**src/rtl/ext_irq_consts.svh**
```systemverilog
// register offsets, field positions and reset values for the interrupt enable/priority block
`ifndef EXT_IRQ_CONSTS_SVH
`define EXT_IRQ_CONSTS_SVH
`define ADDR_EXT_ENABLE_TWO 8'he7
`define ADDR_EXT_PRIO_ONE 8'hce
`define ADDR_EXT_PRIO_TWO 8'hcf
`define ADDR_EXT_IRQ_CONFIG 8'he4
`define ADDR_TIMER_CONTROL 8'h88
`define ADDR_IRQ_CONTROL 8'ha8
`define PAGE_F 8'h0f
`define RST_EXT_ENABLE_TWO 2'h0
`define RST_EXT_PRIO_ONE 8'h00
`define RST_EXT_PRIO_TWO 2'h0
`define RST_EXT_IRQ_CONFIG 8'h01
`define RST_TIMER_CONTROL 4'h0
`define RST_IRQ_CONTROL 3'h0
`define EXTENDED_ENABLE_TWO_USED_MASK 8'h03
`define EXTENDED_PRIORITY_ONE_RSVD_BIT 6
`define CFG_A_POL_BIT 3
`define CFG_B_POL_BIT 7
`define TIMER_CONTROL_REG_A_EDGE_BIT 0
`define TIMER_CONTROL_REG_A_PEND_BIT 1
`define TIMER_CONTROL_REG_B_EDGE_BIT 2
`define TIMER_CONTROL_REG_B_PEND_BIT 3
`define CTRL_GLOBAL_BIT 7
`define CTRL_A_EN_BIT 0
`define CTRL_B_EN_BIT 2
`define NUM_SOURCES 11
`define SRC_EXT_A 4'h0
`define SRC_EXT_B 4'h1
`define SRC_CAP_GREATER 4'h9
`define SRC_CAP_DONE 4'ha
`endif

```
**src/rtl/ext_irq_pkg.sv**
```systemverilog
// types for the interrupt enable/priority block
package ext_irq_pkg;
  typedef enum logic [3:0] {
    SVC_IDLE = 4'b0001,
    SVC_LOW = 4'b0010,
    SVC_HIGH = 4'b0100,
    SVC_HIGH_OVER_LOW = 4'b1000
  } svc_state_t;
endpackage : ext_irq_pkg

```
**src/rtl/ext_irq_enable_priority_logic.sv**
```systemverilog
// interrupt enables, priorities, external inputs and arbitration
//
// Summary of operation
// - enable bit 1 gates cap greater-than request
// - enable bit 0 gates cap conversion-done request
// - enable register upper six bits read zero
// - enable anywhere; priority registers only page F
// - priority one bit 7: timer three
// - bit 5 one priority for both comparator edges
// - priority one bit 4: counter array
// - priority one bit 3: converter done
// - priority one bit 2: converter window
// - priority one bit 1: port match
// - priority one bit 0: smbus
// - priority two bit 1: cap greater-than
// - priority two bit 0 cap done; rest zero
// - polarity bit zero active low, one high
// - type bit one edge, zero level
// - pin watched without touching crossbar routing
// - pending flags are control bits 1 and 3
// - edge pending cleared when core vectors
// - level pending follows active input state
// - three-bit field picks port 0 pin
// - global enable zero blocks every source
`timescale 1ns/10ps
`include "ext_irq_consts.svh"
module ext_irq_enable_priority_logic
  import ext_irq_pkg::*;
(
  input wire logic clk,
  input wire logic rst_b,
  input wire logic [7:0] addr,
  input wire logic [7:0] wdata,
  input wire logic wr,
  input wire logic rd,
  input wire logic [7:0] sfr_page,
  output logic [7:0] rdata,
  input wire logic [7:0] port0_pins,
  input wire logic [6:0] periph_req,
  input wire logic cap_compare_flag,
  input wire logic cap_done_flag,
  input wire logic irq_ack,
  input wire logic irq_return,
  output logic irq_req,
  output logic [3:0] irq_vector,
  output logic irq_high
);

  ////////////////////////////////////////////////////////////////////////////////
  // registers
  logic [1:0] extended_enable_two_r;
  logic [7:0] extended_priority_one_r;
  logic [1:0] extended_priority_two_r;
  logic [7:0] cfg_r;
  logic [3:0] timer_control_reg_r;
  logic [2:0] ctrl_r;
  logic [7:0] rdata_r;
  logic [7:0] rdata_nxt;
  logic [7:0] pin_meta_r;
  logic [7:0] pin_sync_r;
  logic act_a_prev_r;
  logic act_b_prev_r;
  logic irq_req_r;
  logic irq_req_nxt;
  logic [3:0] irq_vector_r;
  logic [3:0] irq_vector_nxt;
  logic irq_high_r;
  logic irq_high_nxt;
  svc_state_t svc_r;
  svc_state_t svc_nxt;

  ////////////////////////////////////////////////////////////////////////////////
  // address decode
  wire on_page_f = (sfr_page == `PAGE_F);
  wire sel_extended_enable_two = (addr == `ADDR_EXT_ENABLE_TWO);
  wire sel_extended_priority_one = (addr == `ADDR_EXT_PRIO_ONE) && on_page_f;
  wire sel_extended_priority_two = (addr == `ADDR_EXT_PRIO_TWO) && on_page_f;
  wire sel_cfg = (addr == `ADDR_EXT_IRQ_CONFIG) && on_page_f;
  wire sel_timer_control_reg = (addr == `ADDR_TIMER_CONTROL);
  wire sel_ctrl = (addr == `ADDR_IRQ_CONTROL);
  wire wr_extended_enable_two = wr && sel_extended_enable_two;
  wire wr_extended_priority_one = wr && sel_extended_priority_one;
  wire wr_extended_priority_two = wr && sel_extended_priority_two;
  wire wr_cfg = wr && sel_cfg;
  wire wr_timer_control_reg = wr && sel_timer_control_reg;
  wire wr_ctrl = wr && sel_ctrl;

  ////////////////////////////////////////////////////////////////////////////////
  // external inputs: pin select, polarity, edge detect
  wire [2:0] a_pin_sel = cfg_r[2:0];
  wire [2:0] b_pin_sel = cfg_r[6:4];
  // observe only; the pins stay owned by whatever the crossbar routed there
  wire a_pin = pin_sync_r[a_pin_sel];
  wire b_pin = pin_sync_r[b_pin_sel];
  wire a_pol = cfg_r[`CFG_A_POL_BIT];
  wire b_pol = cfg_r[`CFG_B_POL_BIT];
  wire a_active = a_pol ? a_pin : ~a_pin;
  wire b_active = b_pol ? b_pin : ~b_pin;
  wire a_edge_mode = timer_control_reg_r[`TIMER_CONTROL_REG_A_EDGE_BIT];
  wire b_edge_mode = timer_control_reg_r[`TIMER_CONTROL_REG_B_EDGE_BIT];
  wire a_edge = a_active && !act_a_prev_r;
  wire b_edge = b_active && !act_b_prev_r;

  ////////////////////////////////////////////////////////////////////////////////
  // pending flags
  wire ack_a = irq_ack && (irq_vector_r == `SRC_EXT_A);
  wire ack_b = irq_ack && (irq_vector_r == `SRC_EXT_B);
  wire a_pend_sw = wr_timer_control_reg ? wdata[`TIMER_CONTROL_REG_A_PEND_BIT] : timer_control_reg_r[`TIMER_CONTROL_REG_A_PEND_BIT];
  wire b_pend_sw = wr_timer_control_reg ? wdata[`TIMER_CONTROL_REG_B_PEND_BIT] : timer_control_reg_r[`TIMER_CONTROL_REG_B_PEND_BIT];
  // edge mode: new edge wins over both software and vector clear
  wire a_pend_edge = a_edge || (a_pend_sw && !ack_a);
  wire b_pend_edge = b_edge || (b_pend_sw && !ack_b);
  wire a_pend_nxt = a_edge_mode ? a_pend_edge : a_active;
  wire b_pend_nxt = b_edge_mode ? b_pend_edge : b_active;
  wire [3:0] timer_control_reg_nxt = {b_pend_nxt,
                         wr_timer_control_reg ? wdata[`TIMER_CONTROL_REG_B_EDGE_BIT] : b_edge_mode,
                         a_pend_nxt,
                         wr_timer_control_reg ? wdata[`TIMER_CONTROL_REG_A_EDGE_BIT] : a_edge_mode};

  ////////////////////////////////////////////////////////////////////////////////
  // source masking and priority
  wire global_en = ctrl_r[`CTRL_GLOBAL_BIT - 5];
  // a level source that drops before recognition is simply lost
  wire [`NUM_SOURCES-1:0] raw_req = {
    cap_done_flag && extended_enable_two_r[0],
    cap_compare_flag && extended_enable_two_r[1],
    periph_req,
    timer_control_reg_r[`TIMER_CONTROL_REG_B_PEND_BIT] && ctrl_r[1],
    timer_control_reg_r[`TIMER_CONTROL_REG_A_PEND_BIT] && ctrl_r[0]
  };
  wire [`NUM_SOURCES-1:0] gated_req = global_en ? raw_req : '0;
  // periph_req bit 1 is comparator, both edges merged upstream
  wire [`NUM_SOURCES-1:0] prio_vec = {
    extended_priority_two_r[0],
    extended_priority_two_r[1],
    extended_priority_one_r[0],
    extended_priority_one_r[1],
    extended_priority_one_r[2],
    extended_priority_one_r[3],
    extended_priority_one_r[4],
    extended_priority_one_r[5],
    extended_priority_one_r[7],
    2'b00
  };
  wire [`NUM_SOURCES-1:0] hi_req = gated_req & prio_vec;
  wire [`NUM_SOURCES-1:0] lo_req = gated_req & ~prio_vec;

  function automatic logic [3:0] first_set(input logic [`NUM_SOURCES-1:0] v);
    logic [3:0] idx;
    idx = 4'h0;
    for (int i = `NUM_SOURCES - 1; i >= 0; i--) begin
      if (v[i]) begin
        idx = 4'(i);
      end
    end
    return idx;
  endfunction : first_set

  ////////////////////////////////////////////////////////////////////////////////
  // service nesting
  wire in_high = (svc_r == SVC_HIGH) || (svc_r == SVC_HIGH_OVER_LOW);
  wire in_low = (svc_r == SVC_LOW);
  wire hi_ok = (|hi_req) && !in_high;
  wire lo_ok = (|lo_req) && (svc_r == SVC_IDLE);
  wire [3:0] hi_idx = first_set(hi_req);
  wire [3:0] lo_idx = first_set(lo_req);

  always_comb begin
    svc_nxt = svc_r;
    if (irq_ack && irq_req_r) begin
      if (irq_high_r) begin
        svc_nxt = in_low ? SVC_HIGH_OVER_LOW : SVC_HIGH;
      end else begin
        svc_nxt = SVC_LOW;
      end
    end else if (irq_return) begin
      unique case (svc_r)
        SVC_IDLE: svc_nxt = SVC_IDLE;
        SVC_LOW: svc_nxt = SVC_IDLE;
        SVC_HIGH: svc_nxt = SVC_IDLE;
        SVC_HIGH_OVER_LOW: svc_nxt = SVC_LOW;
        default: svc_nxt = SVC_IDLE;
      endcase
    end
  end

  // drop the request in the ack cycle so one ack takes one vector
  always_comb begin
    irq_req_nxt = 1'b0;
    irq_vector_nxt = irq_vector_r;
    irq_high_nxt = 1'b0;
    if (!irq_ack) begin
      if (hi_ok) begin
        irq_req_nxt = 1'b1;
        irq_vector_nxt = hi_idx;
        irq_high_nxt = 1'b1;
      end else if (lo_ok) begin
        irq_req_nxt = 1'b1;
        irq_vector_nxt = lo_idx;
      end
    end
  end

  ////////////////////////////////////////////////////////////////////////////////
  // read data
  wire [7:0] extended_enable_two_rd = {6'h00, extended_enable_two_r} & `EXTENDED_ENABLE_TWO_USED_MASK;
  wire [7:0] extended_priority_one_rd = extended_priority_one_r;
  wire [7:0] extended_priority_two_rd = {6'h00, extended_priority_two_r};
  wire [7:0] timer_control_reg_rd = {4'h0, timer_control_reg_r};
  wire [7:0] ctrl_rd = {ctrl_r[2], 4'h0, ctrl_r[1], 1'b0, ctrl_r[0]};

  always_comb begin
    rdata_nxt = 8'h00;
    if (rd) begin
      if (sel_extended_enable_two) begin
        rdata_nxt = extended_enable_two_rd;
      end else if (sel_extended_priority_one) begin
        rdata_nxt = extended_priority_one_rd;
      end else if (sel_extended_priority_two) begin
        rdata_nxt = extended_priority_two_rd;
      end else if (sel_cfg) begin
        rdata_nxt = cfg_r;
      end else if (sel_timer_control_reg) begin
        rdata_nxt = timer_control_reg_rd;
      end else if (sel_ctrl) begin
        rdata_nxt = ctrl_rd;
      end
    end
  end

  ////////////////////////////////////////////////////////////////////////////////
  // pin synchroniser
  always_ff @(posedge clk) begin
    if (!rst_b) begin
      pin_meta_r <= 8'h00;
      pin_sync_r <= 8'h00;
    end else begin
      pin_meta_r <= port0_pins;
      pin_sync_r <= pin_meta_r;
    end
  end

  ////////////////////////////////////////////////////////////////////////////////
  // software registers
  always_ff @(posedge clk) begin
    if (!rst_b) begin
      extended_enable_two_r <= `RST_EXT_ENABLE_TWO;
    end else if (wr_extended_enable_two) begin
      extended_enable_two_r <= wdata[1:0];
    end
  end

  always_ff @(posedge clk) begin
    if (!rst_b) begin
      extended_priority_one_r <= `RST_EXT_PRIO_ONE;
    end else if (wr_extended_priority_one) begin
      extended_priority_one_r <= wdata;
    end
  end

  always_ff @(posedge clk) begin
    if (!rst_b) begin
      extended_priority_two_r <= `RST_EXT_PRIO_TWO;
    end else if (wr_extended_priority_two) begin
      extended_priority_two_r <= wdata[1:0];
    end
  end

  always_ff @(posedge clk) begin
    if (!rst_b) begin
      cfg_r <= `RST_EXT_IRQ_CONFIG;
    end else if (wr_cfg) begin
      cfg_r <= wdata;
    end
  end

  always_ff @(posedge clk) begin
    if (!rst_b) begin
      ctrl_r <= `RST_IRQ_CONTROL;
    end else if (wr_ctrl) begin
      ctrl_r <= {wdata[`CTRL_GLOBAL_BIT], wdata[`CTRL_B_EN_BIT], wdata[`CTRL_A_EN_BIT]};
    end
  end

  ////////////////////////////////////////////////////////////////////////////////
  // pending flags and edge modes
  always_ff @(posedge clk) begin
    if (!rst_b) begin
      timer_control_reg_r <= `RST_TIMER_CONTROL;
    end else begin
      timer_control_reg_r <= timer_control_reg_nxt;
    end
  end

  ////////////////////////////////////////////////////////////////////////////////
  // active level history for edge detect
  always_ff @(posedge clk) begin
    if (!rst_b) begin
      act_a_prev_r <= 1'b0;
      act_b_prev_r <= 1'b0;
    end else begin
      act_a_prev_r <= a_active;
      act_b_prev_r <= b_active;
    end
  end

  ////////////////////////////////////////////////////////////////////////////////
  // service nesting state
  always_ff @(posedge clk) begin
    if (!rst_b) begin
      svc_r <= SVC_IDLE;
    end else begin
      svc_r <= svc_nxt;
    end
  end

  ////////////////////////////////////////////////////////////////////////////////
  // request to the core
  always_ff @(posedge clk) begin
    if (!rst_b) begin
      irq_req_r <= 1'b0;
      irq_vector_r <= 4'h0;
      irq_high_r <= 1'b0;
    end else begin
      irq_req_r <= irq_req_nxt;
      irq_vector_r <= irq_vector_nxt;
      irq_high_r <= irq_high_nxt;
    end
  end

  ////////////////////////////////////////////////////////////////////////////////
  // read port
  always_ff @(posedge clk) begin
    if (!rst_b) begin
      rdata_r <= 8'h00;
    end else begin
      rdata_r <= rdata_nxt;
    end
  end

  assign rdata = rdata_r;
  assign irq_req = irq_req_r;
  assign irq_vector = irq_vector_r;
  assign irq_high = irq_high_r;

endmodule : ext_irq_enable_priority_logic

```
**config.mk**
```make
export PLATFORM = sky130hd
export DESIGN_NAME = ext_irq_enable_priority_logic
export DESIGN_NICKNAME = d
export VERILOG_FILES = /design/src/rtl/ext_irq_pkg.sv /design/src/rtl/ext_irq_enable_priority_logic.sv
export VERILOG_INCLUDE_DIRS = /design/src /design/src/rtl
export SDC_FILE = /design/constraint.sdc
export NUM_CORES = 1
export LEC_CHECK = 0
export ABC_AREA = 1
export BUFFER_PORTS_ARGS = -buffer_cell sky130_fd_sc_hd__buf_2
export CORE_ASPECT_RATIO = 1.75
export CORE_MARGIN = 2
export CORE_UTILIZATION = 55
export CTS_CLUSTER_SIZE = 14
export DETAILED_ROUTE_END_ITERATION = 6
export PLACE_DENSITY_LB_ADDON = 0.15
export SYNTH_ARGS = -nofsm -noshare
export SYNTH_HDL_FRONTEND = slang
export SYNTH_SLANG_ARGS = --single-unit
```
**constraint.sdc**
```tcl
create_clock -name clk -period 1.9 [get_ports clk]
set_input_delay 0.19 -clock clk [delete_from_list [all_inputs] [get_ports clk]]
set_output_delay 0.19 -clock clk [all_outputs]
set_load 0.02 [all_outputs]
```
==> impl_metrics.ini <==
[power_and_ir_drop]
power_frac_seq = 0.523
p_leak_uw = 0.001742
p_int_uw = 1946
combPwrFrac = 0.063
switchingPower_uw = 641.1
sw_frac_of_total = 0.2479
power.density_nw_per_um2 = 699.1
irDropWorstVdd_v = 0.0005983
clkPwrFrac = 0.414

[synth]
avgSynthCellArea_sq_um = 7.130
yosys_warnings = 0
yosysTopAreaCellShare = 0.3984
synth_flop_cell = dfxtp_1
ys_types = 36
synth-edff-count = 0
synth-seq-cells = 63
synth.most_common_cell = nand2_1
seq_area_frac_synth = 0.3984
synth_top_area_cell = dfxtp_1
syn_area_sq_um = 3166
synth_nets = 491
synth_commonest_cells = 94 x nand2_1, 70 x inv_1, 63 x dfxtp_1, 38 x a21oi_1, 35 x o21ai_0
synthTopCellsByArea = dfxtp_1 40%, nand2_1 11%, inv_1 8.3%, a21oi_1 6.0%, o21ai_0 5.5%
netlist_instances = 444
synth-async-reset-ratio = 0

[grt]
grt_max_degree = 21
grt_pass1_vias = 2793
track_usage = 0.2579
antenna_found_initial = 0
grt_pass1_wl_microns = 12120
overflow = 0

[placement]
dp_cells = 571
gp_congestion = 0.9144
dpl_worst_slack_ns = 0.2598
place_hpwl_microns = 6083
portBuffers = 60

[floorplanning]
chipWidth_microns = 61.35
dieArea_sq_um = 6402
start_util = 0.5668
core_area_sq_um = 5585
row_count = 36
io_pins = 61
die_h_microns = 104.4

[sta]
max_freq_mhz = 598.4
layout_setup_ws_ns = 0.2290
finalClockSkew_ns = 0.009430
fin_crit_sh = 0.8795
worst_hold_slack_ns = 0.02186
rsz0062_at_grt = false
setup_viol = 0
tns_ns = 0
period_minus_slack_ns = 1.671
hold_viol_final = 0
max-slew-margin-rel = 0.6978
tightest_slew_ns = 0.4528
maxSlewViolCount = 0

[critical_path]
timing.critical_path.required_ns = 2.15
worstSetupPathType = flip-flop to flip-flop
critPathMaxFanout = 20
reg2reg_from = ctrl_r[2]$_SDFFE_PN0P_
worstSetupStartpointType = flip-flop
rr_worst_depth = 11
worstSetupEndpointType = flip-flop
rrSetupSlack_ns = 0.23
cp.arrival_ns = 1.92
rr_endpoint = irq_vector[2]$_SDFFE_PN0P_

[status]
status = completed

[route]
antenna_left = 0
initialDrtViolationCount = 166
dr.max_layer_used = met4
vias = 3042
avgRoutedWirePerCell_microns = 13.22
first_pass_iters = 4
route.detailed.drc = 0
m1WireLength_microns = 2857
route.met2.wl_microns = 4214
vias_per_cell = 5.182
wirelength_microns = 7758
route.met3.wl_microns = 415

[clocking]
post_cts_buffers = 0
cts_tree = yes
h-tree-depth = 3
cts_hold_buf = 0
clockBufferDepth = 2
ctsRootBufferMaster = clkbuf_8
cts_buffers = 9
cts.sinks = 63
cts-resized-gates = 0
clkLatencyLatePin_ns = 0.35
path_clk_slew_ns = 0.07

[finish]
fillers = 529
antenna_cells = 0
drive_gt1_frac = 0.2466
syn2layout_area_growth_pct = 16.88
layout.nets = 553
finalNonFillerCells = 587

[hold_path]
min-delay-start = port0_pins[2]
min_to = pin_meta_r[2]$_SDFF_PN0_
min_path_type = input pin to flip-flop
holdPathStages = 3

[job]
drv_cap = 0
-- cells by family after synthesis --
| logic type | after synthesis | share of synthesized area |
|---|---|---|
| AND/OR/NAND/NOR | 198 | 0.3111 |
| buffers and inverters | 87 | 0.1170 |
| flip-flops | 63 | 0.3984 |
| XOR/XNOR | 1 | 0.002767 |
| AO/OA/AOI/OAI | 95 | 0.1708 |
-- sequential cells by signal, summed over array words and instances (netlist names) --
signal / flops
extended_priority_two_r: 2
timer_control_reg_r: 4
act_b_prev_r: 1
irq_high: 1
pin_meta_r: 8
act_a_prev_r: 1
svc_r: 4
ctrl_r: 3
rdata: 8
extended_enable_two_r: 2
pin_sync_r: 8
extended_priority_one_r: 8
cfg_r: 8
irq_vector: 4
irq_req: 1
-- routing by layer --
| layer | vias to the layer above | global-route usage |
|---|---|---|
| met3 | 18 | 0.05348 |
| met2 | 96 | 0.4658 |
| met1 | 1363 | 0.2582 |
| met4 | 0 | 0.1322 |
| met5 | - | 0 |
| li1 | 1565 | - |
-- placed cells by master (no fill, tap or decap), types with 2 or more instances in the layout --
cell,instances
a21oi_1,38
a21oi_2,3
a41oi_1,2
buf_2,60
buf_4,3
clkbuf_8,11
clkinv_2,2
clkinvlp_4,3
dfxtp_1,63
inv_1,70
inv_2,2
inv_4,2
nand2_1,94
nand2_2,15
nand3_1,29
nand3_2,10
nand4_1,9
nor2_1,21
nor2_2,3
nor2_4,5
nor3_1,8
o2111ai_1,2
o211ai_1,4
o21ai_0,35
o21ai_1,2
o21bai_1,2
o22ai_1,4
-- worst max-delay path: stages, from the launching register on --
cell	delay (ns)
dfxtp_1	0.35
buf_12	0.17
nand3_1	0.11
nand2_1	0.11
nor2_4	0.15
nand2_2	0.07
o21ai_4	0.18
nand2_2	0.09
nand2_4	0.12
inv_4	0.05
o21ai_2	0.10
nor2_1	0.05
-- metrics by stage --
step | area [sq um] | power (uW) | utilization
final | 3700 | 2587 | 0.6624
after global routing | 3700 | 2690 | 0.6624
after CTS | 3700 | 2606 | 0.6624
after detailed placement | 3516 | 1544 | 0.6295
after global placement | 3516 | 1540 | 0.6295
after floorplan | 3166 | 1459 | -
-- layout make-up --
class                           instances  area, sq um  area share
Clock buffer                           11        151.4     0.04092
Clock inverter                          5        32.53    0.008793
Inverter                               74        282.8     0.07643
Multi-Input combinational cell        294         1534      0.4146
Sequential cell                        63         1261      0.3409
Tap cell                               76        95.09     0.02570
Timing Repair Buffer                   64        342.8     0.09266
-- power by group through the flow --
stage                     Combinational, uW  Clock, uW  Sequential (uW)
after floorplan                        79.2          0             1380
after global placement                  159          0             1380
after detailed placement                163          0             1380
after CTS                               164       1090             1350
after global routing                    183       1150             1350
final                                   164       1070             1350
-- worst max-delay path by stage --
stage                            endpoint  slack (ns)                   start  cells past startpoint
2_1_floorplan  irq_vector[2]$_SDFFE_PN0P_        0.48  ctrl_r[2]$_SDFFE_PN0P_                     12
3_3_place_gp   irq_vector[2]$_SDFFE_PN0P_        0.31  ctrl_r[2]$_SDFFE_PN0P_                     11
3_5_place_dp   irq_vector[2]$_SDFFE_PN0P_        0.26  ctrl_r[2]$_SDFFE_PN0P_                     11
4_1_cts        irq_vector[2]$_SDFFE_PN0P_        0.23  ctrl_r[2]$_SDFFE_PN0P_                     11
5_1_grt        irq_vector[2]$_SDFFE_PN0P_        0.11  ctrl_r[2]$_SDFFE_PN0P_                     11
6_report       irq_vector[2]$_SDFFE_PN0P_        0.23  ctrl_r[2]$_SDFFE_PN0P_                     11
Note: power is estimated with default switching activity, not from simulation.
